`config.mk`:
```
export PLATFORM = sky130hd
export DESIGN_NAME = lockup_timer
export DESIGN_NICKNAME = d
export VERILOG_FILES = /design/src/lockup_timer_pkg.sv /design/src/lockup_timer.sv
export SDC_FILE = /design/constraint.sdc
export NUM_CORES = 1
export LEC_CHECK = 0
export CAP_MARGIN = 20
export CORE_MARGIN = 8
export CORE_UTILIZATION = 50
export CTS_BUF_LIST = sky130_fd_sc_hd__clkbuf_4
export DETAILED_ROUTE_END_ITERATION = 7
export DONT_BUFFER_PORTS = 1
export GPL_ROUTABILITY_DRIVEN = 0
export MAX_ROUTING_LAYER = met4
export PLACE_DENSITY = 0.71
export RECOVER_POWER = 50
export SKIP_LAST_GASP = 1
export SYNTH_ARGS = -nofsm -noshare
export SYNTH_HDL_FRONTEND = slang
export SYNTH_SLANG_ARGS = --single-unit
```
`constraint.sdc`:
```
create_clock -name aclk -period 3.99 [get_ports aclk]
set_clock_uncertainty 0.1 [all_clocks]
set_input_delay 0.399 -clock aclk [delete_from_list [all_inputs] [get_ports aclk]]
set_output_delay 0.399 -clock aclk [all_outputs]
set_load 0.05 [all_outputs]
```
`src/lockup_timer_pkg.sv`:
```
// package of constants and the slow-oscillator tick generator for the lockup timer
package lockup_timer_pkg;
   // ****************************************
   // register offsets (byte addresses)
   // ****************************************
   localparam logic [7:0] ADDR_RELOAD = 8'h00;
   localparam logic [7:0] ADDR_CONFIG = 8'h04;
   localparam logic [7:0] ADDR_DELTA = 8'h08;
   localparam logic [7:0] ADDR_PROTECT = 8'h0C;
   localparam logic [7:0] ADDR_STATUS = 8'h10;
   // ****************************************
   // field layouts
   // ****************************************
   localparam int CNT_W = 12;
   localparam int PSC_W = 3;
   localparam int PDIV_W = 7;
   localparam int CFG_PSC_LSB = 12;
   localparam int CFG_EN_BIT = 16;
   localparam int CFG_DBG_BIT = 17;
   localparam int ST_UNDER_BIT = 16;
   localparam int ST_EARLY_BIT = 17;
   localparam int ST_PROT_BIT = 18;
   localparam logic [15:0] RELOAD_KEY = 16'h5FA0;
   localparam logic [15:0] UNLOCK_KEY = 16'h35CA;
   // ****************************************
   // reset values
   // ****************************************
   localparam logic [CNT_W-1:0] RST_RELOAD = 12'hFFF;
   localparam logic [CNT_W-1:0] RST_DELTA = 12'hFFF;
   localparam logic [PSC_W-1:0] RST_PSC = 3'h7;
   localparam logic RST_EN = 1'b1;
   localparam logic RST_DBG = 1'b0;
   localparam logic RST_PROT = 1'b0;
   // ****************************************
   // timing
   // ****************************************
   localparam int CLK_PERIOD_NS = 4;
   localparam int RST_HOLD_NS = 64;
   localparam int RST_HOLD_CYC = (RST_HOLD_NS + CLK_PERIOD_NS - 1) / CLK_PERIOD_NS;
   localparam int HOLD_W = 5;
   localparam logic [1:0] RESP_OKAY = 2'h0;
   localparam logic [1:0] RESP_SLVERR = 2'h2;
endpackage : lockup_timer_pkg

`timescale 1ns/100ps
// ****************************************
// slow oscillator sampler: two flops, then rising-edge pulse
// ****************************************
module slow_tick_gen (
   input wire logic aclk, // system clock
   input wire logic aresetn, // sync reset, active low
   input wire logic slow_internal_oscillator, // slow rc oscillator, asynchronous
   output logic tick // one-cycle pulse per slow rising edge
);
   logic meta_q;
   logic sync_q;
   logic prev_q;

   // two-flop synchroniser, then a delayed copy for edge detection
   always_ff @(posedge aclk) begin
      if (!aresetn) begin
         meta_q <= 1'b0;
         sync_q <= 1'b0;
         prev_q <= 1'b0;
      end else begin
         meta_q <= slow_internal_oscillator;
         sync_q <= meta_q;
         prev_q <= sync_q;
      end
   end

   assign tick = sync_q & ~prev_q;
endmodule : slow_tick_gen

```
`src/lockup_timer.sv`:
```
// windowed lockup timer with axi4-lite register slave
//
// The AXI4-Lite slave port and the address map were left to the implementer.
`timescale 1ns/100ps

// Notes on behaviour
// - twelve-bit down-counter advanced through a prescaler chosen by a three-bit setting.
// - counter underflow without reload raises the system reset.
// - reload while counter is above delta raises the system reset.
// - delta value held in a register bounds the reload window.
// - counter optionally frozen while the processor is halted in debug.
// - write protection, when on, blocks changes to configuration registers.
// - counter and prescaler advance on the slow internal oscillator, not system clock.
module lockup_timer (
   input wire logic aclk, // system clock, 250 mhz
   input wire logic aresetn, // sync reset, active low
   input wire logic slow_internal_oscillator, // slow rc oscillator pin
   input wire logic debug_halt, // processor halted in debug, same clock
   output logic sys_reset_req, // system reset request, held pulse
   input wire logic [7:0] s_axi_awaddr, // write address
   input wire logic s_axi_awvalid, // write address valid
   output logic s_axi_awready, // write address ready
   input wire logic [31:0] s_axi_wdata, // write data
   input wire logic [3:0] s_axi_wstrb, // write strobes
   input wire logic s_axi_wvalid, // write data valid
   output logic s_axi_wready, // write data ready
   output logic [1:0] s_axi_bresp, // write response
   output logic s_axi_bvalid, // write response valid
   input wire logic s_axi_bready, // write response ready
   input wire logic [7:0] s_axi_araddr, // read address
   input wire logic s_axi_arvalid, // read address valid
   output logic s_axi_arready, // read address ready
   output logic [31:0] s_axi_rdata, // read data
   output logic [1:0] s_axi_rresp, // read response
   output logic s_axi_rvalid, // read response valid
   input wire logic s_axi_rready // read response ready
);
   import lockup_timer_pkg::*;

   // ****************************************
   // declarations
   // ****************************************
   logic aw_held_q;
   logic [7:0] aw_addr_q;
   logic w_held_q;
   logic [31:0] w_data_q;
   logic [3:0] w_strb_q;
   logic wr_go;
   logic [CNT_W-1:0] reload_val_q;
   logic [CNT_W-1:0] delta_q;
   logic [PSC_W-1:0] psc_q;
   logic enable_q;
   logic dbg_stop_q;
   logic protect_q;
   logic [CNT_W-1:0] count_q;
   logic [PDIV_W-1:0] pdiv_q;
   logic under_flag_q;
   logic early_flag_q;
   logic [HOLD_W-1:0] hold_q;
   logic tick;
   logic step;
   logic advance;
   logic underflow;
   logic reload_req;
   logic early_reload;
   logic full_word;

   // true when the address hits a mapped register
   function automatic logic is_mapped(input logic [7:0] a);
      is_mapped = (a == ADDR_RELOAD) || (a == ADDR_CONFIG) || (a == ADDR_DELTA) ||
                  (a == ADDR_PROTECT) || (a == ADDR_STATUS);
   endfunction : is_mapped

   // ****************************************
   // slow oscillator tick
   // ****************************************
   slow_tick_gen u_tick (
      .aclk(aclk),
      .aresetn(aresetn),
      .slow_internal_oscillator(slow_internal_oscillator),
      .tick(tick)
   );

   // ****************************************
   // axi4-lite write channel
   // ****************************************
   assign s_axi_awready = ~aw_held_q & ~s_axi_bvalid;
   assign s_axi_wready = ~w_held_q & ~s_axi_bvalid;
   assign wr_go = aw_held_q & w_held_q & ~s_axi_bvalid;
   assign full_word = (w_strb_q == 4'hF);

   // capture address and data in either order
   always_ff @(posedge aclk) begin
      if (!aresetn) begin
         aw_held_q <= 1'b0;
         aw_addr_q <= 8'h00;
         w_held_q <= 1'b0;
         w_data_q <= 32'h00000000;
         w_strb_q <= 4'h0;
      end else begin
         if (s_axi_awvalid && s_axi_awready) begin
            aw_held_q <= 1'b1;
            aw_addr_q <= s_axi_awaddr;
         end else if (wr_go) begin
            aw_held_q <= 1'b0;
         end
         if (s_axi_wvalid && s_axi_wready) begin
            w_held_q <= 1'b1;
            w_data_q <= s_axi_wdata;
            w_strb_q <= s_axi_wstrb;
         end else if (wr_go) begin
            w_held_q <= 1'b0;
         end
      end
   end

   // write response, slverr on unmapped address
   always_ff @(posedge aclk) begin
      if (!aresetn) begin
         s_axi_bvalid <= 1'b0;
         s_axi_bresp <= RESP_OKAY;
      end else if (wr_go) begin
         s_axi_bvalid <= 1'b1;
         s_axi_bresp <= is_mapped(aw_addr_q) ? RESP_OKAY : RESP_SLVERR;
      end else if (s_axi_bready) begin
         s_axi_bvalid <= 1'b0;
      end
   end

   // ****************************************
   // configuration registers
   // ****************************************
   // writes take effect only as full words and only while unprotected
   always_ff @(posedge aclk) begin
      if (!aresetn) begin
         reload_val_q <= RST_RELOAD;
         psc_q <= RST_PSC;
         enable_q <= RST_EN;
         dbg_stop_q <= RST_DBG;
         delta_q <= RST_DELTA;
      end else if (wr_go && full_word && !protect_q) begin
         if (aw_addr_q == ADDR_CONFIG) begin
            reload_val_q <= w_data_q[CNT_W-1:0];
            psc_q <= w_data_q[CFG_PSC_LSB +: PSC_W];
            enable_q <= w_data_q[CFG_EN_BIT];
            dbg_stop_q <= w_data_q[CFG_DBG_BIT];
         end
         if (aw_addr_q == ADDR_DELTA) begin
            delta_q <= w_data_q[CNT_W-1:0];
         end
      end
   end

   // protection: bit0 set turns it on, unlock key turns it off
   always_ff @(posedge aclk) begin
      if (!aresetn) begin
         protect_q <= RST_PROT;
      end else if (wr_go && full_word && aw_addr_q == ADDR_PROTECT) begin
         if (w_data_q[15:0] == UNLOCK_KEY) begin
            protect_q <= 1'b0;
         end else if (w_data_q[0]) begin
            protect_q <= 1'b1;
         end
      end
   end

   // ****************************************
   // counter core
   // ****************************************
   assign reload_req = wr_go && full_word && (aw_addr_q == ADDR_RELOAD) &&
                       (w_data_q[31:16] == RELOAD_KEY) && w_data_q[0];
   assign early_reload = reload_req && enable_q && (count_q > delta_q);
   assign step = tick && enable_q && !(dbg_stop_q && debug_halt);
   assign advance = step && (pdiv_q == PDIV_W'((1 << psc_q) - 1));
   assign underflow = advance && (count_q == '0);

   // prescaler divides slow ticks by two to the power of the setting
   always_ff @(posedge aclk) begin
      if (!aresetn) begin
         pdiv_q <= '0;
      end else if (reload_req || !enable_q) begin
         pdiv_q <= '0;
      end else if (advance) begin
         pdiv_q <= '0;
      end else if (step) begin
         pdiv_q <= pdiv_q + PDIV_W'(1);
      end
   end

   // down-counter, reloaded on request or after underflow
   always_ff @(posedge aclk) begin
      if (!aresetn) begin
         count_q <= RST_RELOAD;
      end else if (reload_req || underflow) begin
         count_q <= reload_val_q;
      end else if (advance) begin
         count_q <= count_q - CNT_W'(1);
      end
   end

   // reset request held for a fixed number of cycles
   always_ff @(posedge aclk) begin
      if (!aresetn) begin
         hold_q <= '0;
      end else if (underflow || early_reload) begin
         hold_q <= HOLD_W'(RST_HOLD_CYC);
      end else if (hold_q != '0) begin
         hold_q <= hold_q - HOLD_W'(1);
      end
   end

   assign sys_reset_req = (hold_q != '0);

   // sticky cause flags, write one to clear, a new event wins
   always_ff @(posedge aclk) begin
      if (!aresetn) begin
         under_flag_q <= 1'b0;
         early_flag_q <= 1'b0;
      end else begin
         if (underflow) begin
            under_flag_q <= 1'b1;
         end else if (wr_go && full_word && aw_addr_q == ADDR_STATUS && w_data_q[ST_UNDER_BIT]) begin
            under_flag_q <= 1'b0;
         end
         if (early_reload) begin
            early_flag_q <= 1'b1;
         end else if (wr_go && full_word && aw_addr_q == ADDR_STATUS && w_data_q[ST_EARLY_BIT]) begin
            early_flag_q <= 1'b0;
         end
      end
   end

   // ****************************************
   // axi4-lite read channel
   // ****************************************
   assign s_axi_arready = ~s_axi_rvalid;

   // one-cycle read answer from registered data
   always_ff @(posedge aclk) begin
      if (!aresetn) begin
         s_axi_rvalid <= 1'b0;
         s_axi_rdata <= 32'h00000000;
         s_axi_rresp <= RESP_OKAY;
      end else if (s_axi_arvalid && s_axi_arready) begin
         s_axi_rvalid <= 1'b1;
         s_axi_rresp <= is_mapped(s_axi_araddr) ? RESP_OKAY : RESP_SLVERR;
         case (s_axi_araddr)
            ADDR_CONFIG: begin
               s_axi_rdata <= {14'h0000, dbg_stop_q, enable_q, 1'b0, psc_q, reload_val_q};
            end
            ADDR_DELTA: begin
               s_axi_rdata <= {20'h00000, delta_q};
            end
            ADDR_PROTECT: begin
               s_axi_rdata <= {31'h00000000, protect_q};
            end
            ADDR_STATUS: begin
               s_axi_rdata <= {13'h0000, protect_q, early_flag_q, under_flag_q, 4'h0, count_q};
            end
            default: begin
               s_axi_rdata <= 32'h00000000;
            end
         endcase
      end else if (s_axi_rready) begin
         s_axi_rvalid <= 1'b0;
      end
   end
endmodule : lockup_timer

```
## After elaboration in Yosys (flattened, before gate mapping)

Cells that the tools add are included.

- Order comparisons: 1
- Shifts and indexed selects: 1
- Bitwise operators: 11
- Add/subtract/negate cells: 4
- Multiplexer cells: 20
- Reductions and logical operators: 51
- Equality and inequality tests: 12

Operators by type and width:

| cell | count |
|---|---|
| 19-bit case mux with 4 select lines | 1 |
| 8-bit by 4-bit equality test with 1-bit output (second input constant) | 4 |
| 12-bit 2-to-1 mux | 2 |
| 1-bit logical AND | 19 |
| 2-bit nonzero test | 9 |
| 16-bit by 14-bit equality test with 1-bit output (second input constant) | 1 |
| 16-bit by 15-bit equality test with 1-bit output (second input constant) | 1 |
| 8-bit by 3-bit equality test with 1-bit output (second input constant) | 2 |
| 8-bit by 5-bit equality test with 1-bit output (second input constant) | 2 |
| 8-bit logical NOT | 2 |
| 1-bit 2-to-1 mux | 13 |
| 12-bit > comparator | 1 |
| 12-bit logical NOT | 1 |
| 12-bit by 1-bit subtractor with 12-bit output (second input constant) | 1 |
| 1-bit logical OR | 11 |
| 5-bit 2-to-1 mux | 2 |
| 7-bit by 1-bit adder with 7-bit output (second input constant) | 1 |
| 7-bit equality test | 1 |
| 1-bit by 3-bit << shifter with 7-bit output (first input constant) | 1 |
| 7-bit by 2-bit subtractor with 7-bit output (second input constant) | 1 |
| 1-bit inverter | 6 |
| 2-bit AND reduction | 3 |
| 1-bit bitwise AND | 5 |
| 5-bit nonzero test | 1 |
| 6 further kinds | 9 |

- Output and inout port bits: 42
- Logic and storage cells: 125
- Bits in registers: 143

## Logic depth before layout (Yosys ltp)

Gate-level depths: netlist of run 1.

- Depth after elaboration: 10
- Gate-level depth with buffers: 14

## Hierarchy

Synthesis of run 1 repeated with hierarchy kept, for this count alone.

- Cells, all modules: 724
- Area total of the unflattened synthesis: 5955.7 µm²

Modules (own cells, without submodules):

| module | area an instance (µm²) | instances | cells an instance |
|---|---|---|---|
| lockup_timer | 5863.1 | 1 | 717 |
| slow_tick_gen | 92.6 | 1 | 7 |

## Least setup slack after synthesis of run 1

No wires, ideal clock.

- Kind: flip-flop to flip-flop
- Start point: register psc_q[2]
- End point: register count_q[10]
- Cell stages (with the launch flop): 14
- Arrival time: 2779 ps
- Path slack: 990 ps
- Data required time: 3768 ps
- Setup time: 122 ps
- Path buffers: 4
- Clock period less this slack: 3000 ps
- Cell sequence: dfxtp_1 buf_6 or3_4 ha_1 buf_6 and3_1 o21ai_1 o31ai_1 a311o_1 buf_6 and2_1 buf_6 mux2_4 a221o_1

- Longest elaborated chain between the ends: 7
- Elaborated cells on any way between the ends: 8
- Classes of those cells: add/sub: 1; eq/ne: 1; shift: 1; mux: 1; reduce/logical: 4

RTL lines:

| element | line | text |
|---|---|---|
| from (decl) | lockup_timer.sv:51 | `logic [PSC_W-1:0] psc_q;` |
| from (signal assigned) | lockup_timer.sv:144 | `psc_q <= w_data_q[CFG_PSC_LSB +: PSC_W];` |
| 1-bit by 3-bit << shifter with 7-bit output (*) | lockup_timer.sv:174 | `assign advance = step && (pdiv_q == PDIV_W'((1 << psc_q) - 1));` |
| 7-bit by 2-bit subtractor with 7-bit output (*) | lockup_timer.sv:174 |  |
| 7-bit equality test (*) | lockup_timer.sv:174 |  |
| 1-bit logical AND (*) | lockup_timer.sv:174 |  |
| 1-bit logical AND | lockup_timer.sv:175 | `assign underflow = advance && (count_q == '0);` |
| 1-bit logical OR | lockup_timer.sv:194 | `end else if (reload_req \|\| underflow) begin` |
| 12-bit 2-to-1 mux / 2-bit nonzero test (equally long branches) | n/a |  |
| to (signal assigned) | lockup_timer.sv:195 | `count_q <= reload_val_q;` |
| to (signal assigned) | lockup_timer.sv:197 | `count_q <= count_q - CNT_W'(1);` |
| to (decl) | lockup_timer.sv:55 | `logic [CNT_W-1:0] count_q;` |

Mark *: on every way between the ends. The rest lies on a longest branch, timed or not.
A chain may end at the register's enable or synchronous reset.

## Worst setup path in the final report of run 1

- Start point: register psc_q[0]
- End point: register count_q[10]

Same word-level chain as after synthesis.

==> results.sh, run 1 <==
export IMPL_drt_wl_total_um=15500
export IMPL_min_period_over_period_pct=85.1
export IMPL_r2r_end="count_q[10]"
export IMPL_tns_ns=0
export IMPL_crit_type="reg -> reg"
export IMPL_drcViolationCount=0
export IMPL_num_rows=40
export IMPL_dp_cells=864
export IMPL_slowest_delay_ns=0.44
export IMPL_startpoint_type="flip-flop"
export IMPL_grt_pass1_wl_um=25300
export IMPL_rr_worst_depth=9
export IMPL_rsz0062_at_grt="false"
export IMPL_drt_first_pass_iters=8
export IMPL_fp_coreArea_um2=11900
export IMPL_drt_wirelength_per_cell_um=16.3
export IMPL_syn_inst=755
export IMPL_first_global_vias=5117
export IMPL_routed_via_density=5.74
export IMPL_cts_sinks=127
export IMPL_preCtsSetupSlack_ns=0.706
export IMPL_leakagePower_nw=2.64
export IMPL_cts_buffer_depth=2
export IMPL_layout_common_cells="170 x nand2_1, 127 x dfxtp_1, 85 x a21oi_1"
export IMPL_ff2ff_setup_slack_ns=0.59
export IMPL_cts_htree_levels=4
export IMPL_synth_cell_types=64
export IMPL_dieArea_um2=15800
export IMPL_drtIter0Drc=502
export IMPL_cpLargestDelayFamily="simple AND/OR/NAND/NOR gates"
export IMPL_fin_area_um2=6790
export IMPL_synth_seq_area_share_pct=42.2
export IMPL_layout_commonest_cell="nand2_1"
export IMPL_startpoint="psc_q[0]"
export IMPL_antennaDiodeCount=0
export IMPL_synth_flop_cell="dfxtp_1"
export IMPL_numPortBuffers=0
export IMPL_drv_cap=1
export IMPL_io_pins=103
export IMPL_crit_path_end="count_q[10]"
export IMPL_ctsHoldBuffers=51
export IMPL_final_min_clock_period_ns=3.40
export IMPL_cp_max_fo=12
export IMPL_tightest_slew_ns=1.60
export IMPL_cpMaxStageDelayCell="dfxtp_1"
export IMPL_hold_start="aresetn"
export IMPL_grt_max_degree=46
export IMPL_dpl_instance_area_um2=6000
export IMPL_total_power_mw=2.63
export IMPL_ys_ff_latch=127
export IMPL_cp_arrival_ns=3.73
export IMPL_drv_slew=38
export IMPL_netlist_area_um2=6020
export IMPL_cp_cell_sequence="or3_4 -> ha_1 -> xnor2_1 -> a21oi_1 -> nor4_1 -> a311o_1 -> and2_1 -> mux2_4 -> a221o_1"
export IMPL_avgSynthCellArea_um2=7.98
export IMPL_nets=866
export IMPL_path_clk_slew_ns=0.11
export IMPL_area_growth_pct=12.8
export IMPL_yosysWarnings=0
export IMPL_final_cells=948
export IMPL_worst_slack_ns=0.595
export IMPL_violations="capacitance limit, slew limit"
export IMPL_synth_async_reset_ratio_pct=0
export IMPL_cp_depth=9
export IMPL_grt_antenna_before_repair=0
export IMPL_clk_latency_ns=0.54
export IMPL_end_kind="flip-flop"
export IMPL_drive_above_1_share_pct=6.37
export IMPL_finalCoreUtilization_pct=57.0
export IMPL_clock_tree_root_cell="clkbuf_4"
export IMPL_pwr_density_cell_nw_per_um2=388
export IMPL_ant_nets=0
export IMPL_status="finished, violations left"
export IMPL_hold_path_class="in -> reg"
export IMPL_setup_violations=0
export IMPL_required_ns=4.33
export IMPL_r2r_start="psc_q[0]"
export IMPL_num_vias=5437
export IMPL_hold_slack_ns=0.0797
export IMPL_grt_total_usage_pct=20.2
export IMPL_die_x_um=126
export IMPL_fp_dieH_um=126
export IMPL_relSlewSlack_pct=-6.37
export IMPL_post_cts_buffers=0
export IMPL_peakVddDrop_mv=0.268
export IMPL_numCtsBuffers=17
export IMPL_crit_buf_inv=0
export IMPL_cts_tree="done"
export IMPL_synth_edff_count=0
export IMPL_finalHoldViolations=0
export IMPL_cts_resized_gates=0
export IMPL_fmax_mhz=295
export IMPL_start_util_pct=50.6
export IMPL_gr_total_overflow=0
export IMPL_post_dp_hpwl_um=11000
==> cell type report <==
type                    instances  area (um^2)
fillers                      1045         5120
flip-flops and latches        127         2540
repair buffers                 60          577
multi-input cells             560         3130
inverters                      22         82.6
clock buffers                  18          135
clock inverters                14          144
well taps                     147          184
==> power breakdown <==
| group | total (mW) | internal, mW | switching (mW) |
|---|---|---|---|
| Clock | 0.866 | 0.377 | 0.489 |
| Combinational | 0.388 | 0.138 | 0.250 |
| Sequential | 1.38 | 1.33 | 0.0557 |
==> worst reg2reg max path, stage by stage (launching register included) <==
cell and delay, ns:
dfxtp_1 0.44, or3_4 0.42, ha_1 0.33, xnor2_1 0.21
a21oi_1 0.09, nor4_1 0.26, a311o_1 0.43, and2_1 0.41
mux2_4 0.33, a221o_1 0.28
==> synth_stat cells, drive strengths merged (5+ instances only) <==
library cell | instances | area [um^2]
a21o | 8 | 60.1
a21oi | 86 | 434
a222oi | 11 | 110
and2 | 7 | 43.8
buf | 29 | 209
clkbuf | 32 | 120
dfxtp | 127 | 2540
ha | 17 | 213
inv | 21 | 78.8
nand2 | 170 | 638
nand2b | 5 | 31.3
nand3 | 31 | 155
nand4 | 11 | 68.8
nor2 | 60 | 228
nor2b | 5 | 31.3
nor3 | 14 | 85.1
nor3b | 5 | 47.5
nor4 | 7 | 43.8
nor4b | 5 | 65.1
o211ai | 15 | 113
o21ai | 11 | 55.1
or3 | 7 | 48.8
xnor2 | 8 | 70.1
xor2 | 9 | 78.8
==> sequential cells by signal, summed over array words and instances, names as in the netlist, 3 cells and up <==
| name | flops |
|---|---|
| aw_addr_q | 8 |
| count_q | 12 |
| delta_q | 12 |
| hold_q | 5 |
| pdiv_q | 7 |
| psc_q | 3 |
| reload_val_q | 12 |
| s_axi_rdata | 18 |
| w_data_q | 32 |
| w_strb_q | 4 |
==> layer usage <==
layer	global-route usage, %	share of wire, %	wire length (um)
met2	31.2	46	7100
met5	-	0	0
met3	5.61	8.7	1340
met1	24.8	43	6660
met4	7.22	2.3	358
==> cell families (layout without fill, tap and decap cells) <==
kind of cell	after synthesis	in the layout	synth area share, %
xor gates and xnor gates	17	17	2.47
buffers and inverters	83	114	6.83
adders and majority gates	17	17	3.53
muxes	4	4	0.748
and+or+nand+nor	344	344	27.1
DFF	127	127	42.2
AOI/OAI and AO/OA	162	162	17.1
other	1	16	0.0622
==> worst min-delay path by stage <==
| stage | endpoint | slack (ns) | depth (start not counted) |
|---|---|---|---|
| after floorplan | u_tick.sync_q | 0.31 | 1 |
| after global placement | u_tick.sync_q | 0.32 | 1 |
| after detailed placement | u_tick.sync_q | 0.33 | 1 |
| after CTS | pdiv_q[2] | 0.04 | 2 |
| after global routing | pdiv_q[5] | 0.05 | 2 |
| final | pdiv_q[2] | 0.08 | 2 |
No activity file was read; power rests on OpenSTA's default activity.
==> run 2, diff against run 1 <==
PLACE_DENSITY = 0.74   (was 0.71)
clock period = 2.8 ns   (was 3.99 ns; I/O delays follow)
==> run 2 against run 1 <==
The run now ends clean. Core utilization up 3.0 points. Critical path type unchanged. Setup slack worse by 0.53 ns. Sequential power grew 43%. Non-clock buffer count up 35. Sequential share of layout area down 1.9 points. Largest cell class unchanged. Die area unchanged.
==> results.sh, run 2 (synthesized netlist as in run 1, its figures left out) <==
export IMPL_cpMaxStageDelayCell="or3_4"
export IMPL_preCtsSetupSlack_ns=0.0472
export IMPL_setup_violations=0
export IMPL_hold_path_class="in -> reg"
export IMPL_antennaDiodeCount=0
export IMPL_cpLargestDelayFamily="simple AND/OR/NAND/NOR gates"
export IMPL_area_growth_pct=18.8
export IMPL_relSlewSlack_pct=40.0
export IMPL_fin_area_um2=7160
export IMPL_cp_cell_sequence="or3_4 -> ha_4 -> nor3b_1 -> a21oi_1 -> nor4_1 -> a311o_1 -> and2_1 -> mux2_4 -> a221o_1"
export IMPL_path_clk_slew_ns=0.12
export IMPL_crit_buf_inv=0
export IMPL_dieArea_um2=15800
export IMPL_reg_top3="w_data_q x32, s_axi_rdata x18"
export IMPL_numPortBuffers=0
export IMPL_drt_wirelength_per_cell_um=17.0
export IMPL_cts_htree_levels=4
export IMPL_drive_above_1_share_pct=9.21
export IMPL_first_global_vias=5596
export IMPL_cts_buffer_depth=2
export IMPL_hold_slack_ns=0.0551
export IMPL_start_util_pct=50.6
export IMPL_top_register="w_data_q"
export IMPL_crit_type="reg -> reg"
export IMPL_gr_total_overflow=0
export IMPL_required_ns=3.16
export IMPL_numCtsBuffers=17
export IMPL_fmax_mhz=366
export IMPL_grt_pass1_wl_um=27300
export IMPL_slowest_delay_ns=0.42
export IMPL_drt_wl_total_um=16700
export IMPL_cp_arrival_ns=3.09
export IMPL_grt_total_usage_pct=21.7
export IMPL_fp_coreArea_um2=11900
export IMPL_fp_dieH_um=126
export IMPL_peakVddDrop_mv=0.401
export IMPL_cp_max_fo=9
export IMPL_post_dp_hpwl_um=11700
export IMPL_end_kind="flip-flop"
export IMPL_leakagePower_nw=2.84
export IMPL_pwr_density_cell_nw_per_um2=540
export IMPL_io_pins=103
export IMPL_grt_max_degree=61
export IMPL_final_min_clock_period_ns=2.73
export IMPL_cts_sinks=127
export IMPL_num_vias=5601
export IMPL_drt_first_pass_iters=6
export IMPL_clk_latency_ns=0.56
export IMPL_largest_reg_flops=32
export IMPL_status="finished clean"
export IMPL_routed_via_density=5.70
export IMPL_drcViolationCount=0
export IMPL_min_period_over_period_pct=97.6
export IMPL_startpoint_type="flip-flop"
export IMPL_rsz0062_at_grt="true"
export IMPL_cts_tree="done"
export IMPL_post_cts_buffers=0
export IMPL_drv_cap=0
export IMPL_ff2ff_setup_slack_ns=0.07
export IMPL_ant_nets=0
export IMPL_die_x_um=126
export IMPL_grt_antenna_before_repair=0
export IMPL_finalHoldViolations=0
export IMPL_nets=901
export IMPL_layout_common_cells="169 x nand2_1, 125 x dfxtp_1, 85 x a21oi_1"
export IMPL_drtIter0Drc=490
export IMPL_dpl_instance_area_um2=6150
export IMPL_num_rows=40
export IMPL_tightest_slew_ns=0.899
export IMPL_clock_tree_root_cell="clkbuf_4"
export IMPL_layout_commonest_cell="nand2_1"
export IMPL_worst_slack_ns=0.0671
export IMPL_drv_slew=0
## run 2: layout make-up
| type | count | area (um^2) |
|---|---|---|
| multi-input cells | 560 | 3150 |
| inverters | 22 | 82.6 |
| flip-flops and latches | 127 | 2540 |
| clock buffers | 17 | 128 |
| well taps | 147 | 184 |
| clock inverters | 15 | 159 |
| fillers | 1034 | 4760 |
| repair buffers | 95 | 903 |
## run 2: worst register-to-register path, cell delays in order, from the launching register on
cell and delay, ns:
dfxtp_1 0.40, or3_4 0.42, ha_4 0.21, nor3b_1 0.15, a21oi_1 0.14, nor4_1 0.07, a311o_1 0.35, and2_1 0.19
mux2_4 0.30, a221o_1 0.30
## run 2: path summary, 6_finish.rpt
check | from | to | cells past startpoint
min reg2reg | u_tick.meta_q | u_tick.sync_q | 1
max reg2reg | psc_q[2] | count_q[10] | 9
min | s_axi_araddr[4] | s_axi_rresp[1] | 5
max | psc_q[2] | count_q[10] | 9
## run 2: metrics by stage
step / total power [mW] / utilization, % / setup TNS [ns] / cells
2_1_floorplan: 2.43 / - / -0.0755 / 770
3_3_place_gp: 2.47 / 51.6 / 0 / 880
3_5_place_dp: 2.50 / 51.6 / 0 / 880
4_1_cts: 3.87 / 60.1 / 0 / 983
5_1_grt: 4.05 / 60.1 / -0.0463 / 983
6_report: 3.86 / 60.1 / 0 / 983
## run 2: timing repair
action                                  in CTS  in global routing
endpoints found under the hold margin      105                  0
gates resized for setup                      0                  5
hold buffers                                71                  0
endpoints found under the setup margin       0                 15
## run 2: routing by layer
metal | up-vias | part of all wire [%] | track usage [%]
li1 | 2731 | - | -
met1 | 2602 | 43 | 25.7
met2 | 233 | 47 | 33.9
met3 | 35 | 7.1 | 6.24
met4 | 0 | 2.5 | 9.20
met5 | - | 0 | -
## run 2: report_power, final
| part | internal [mW] | switching (mW) |
|---|---|---|
| clock | 0.543 | 0.759 |
| combinational | 0.226 | 0.369 |
| sequential | 1.89 | 0.0771 |
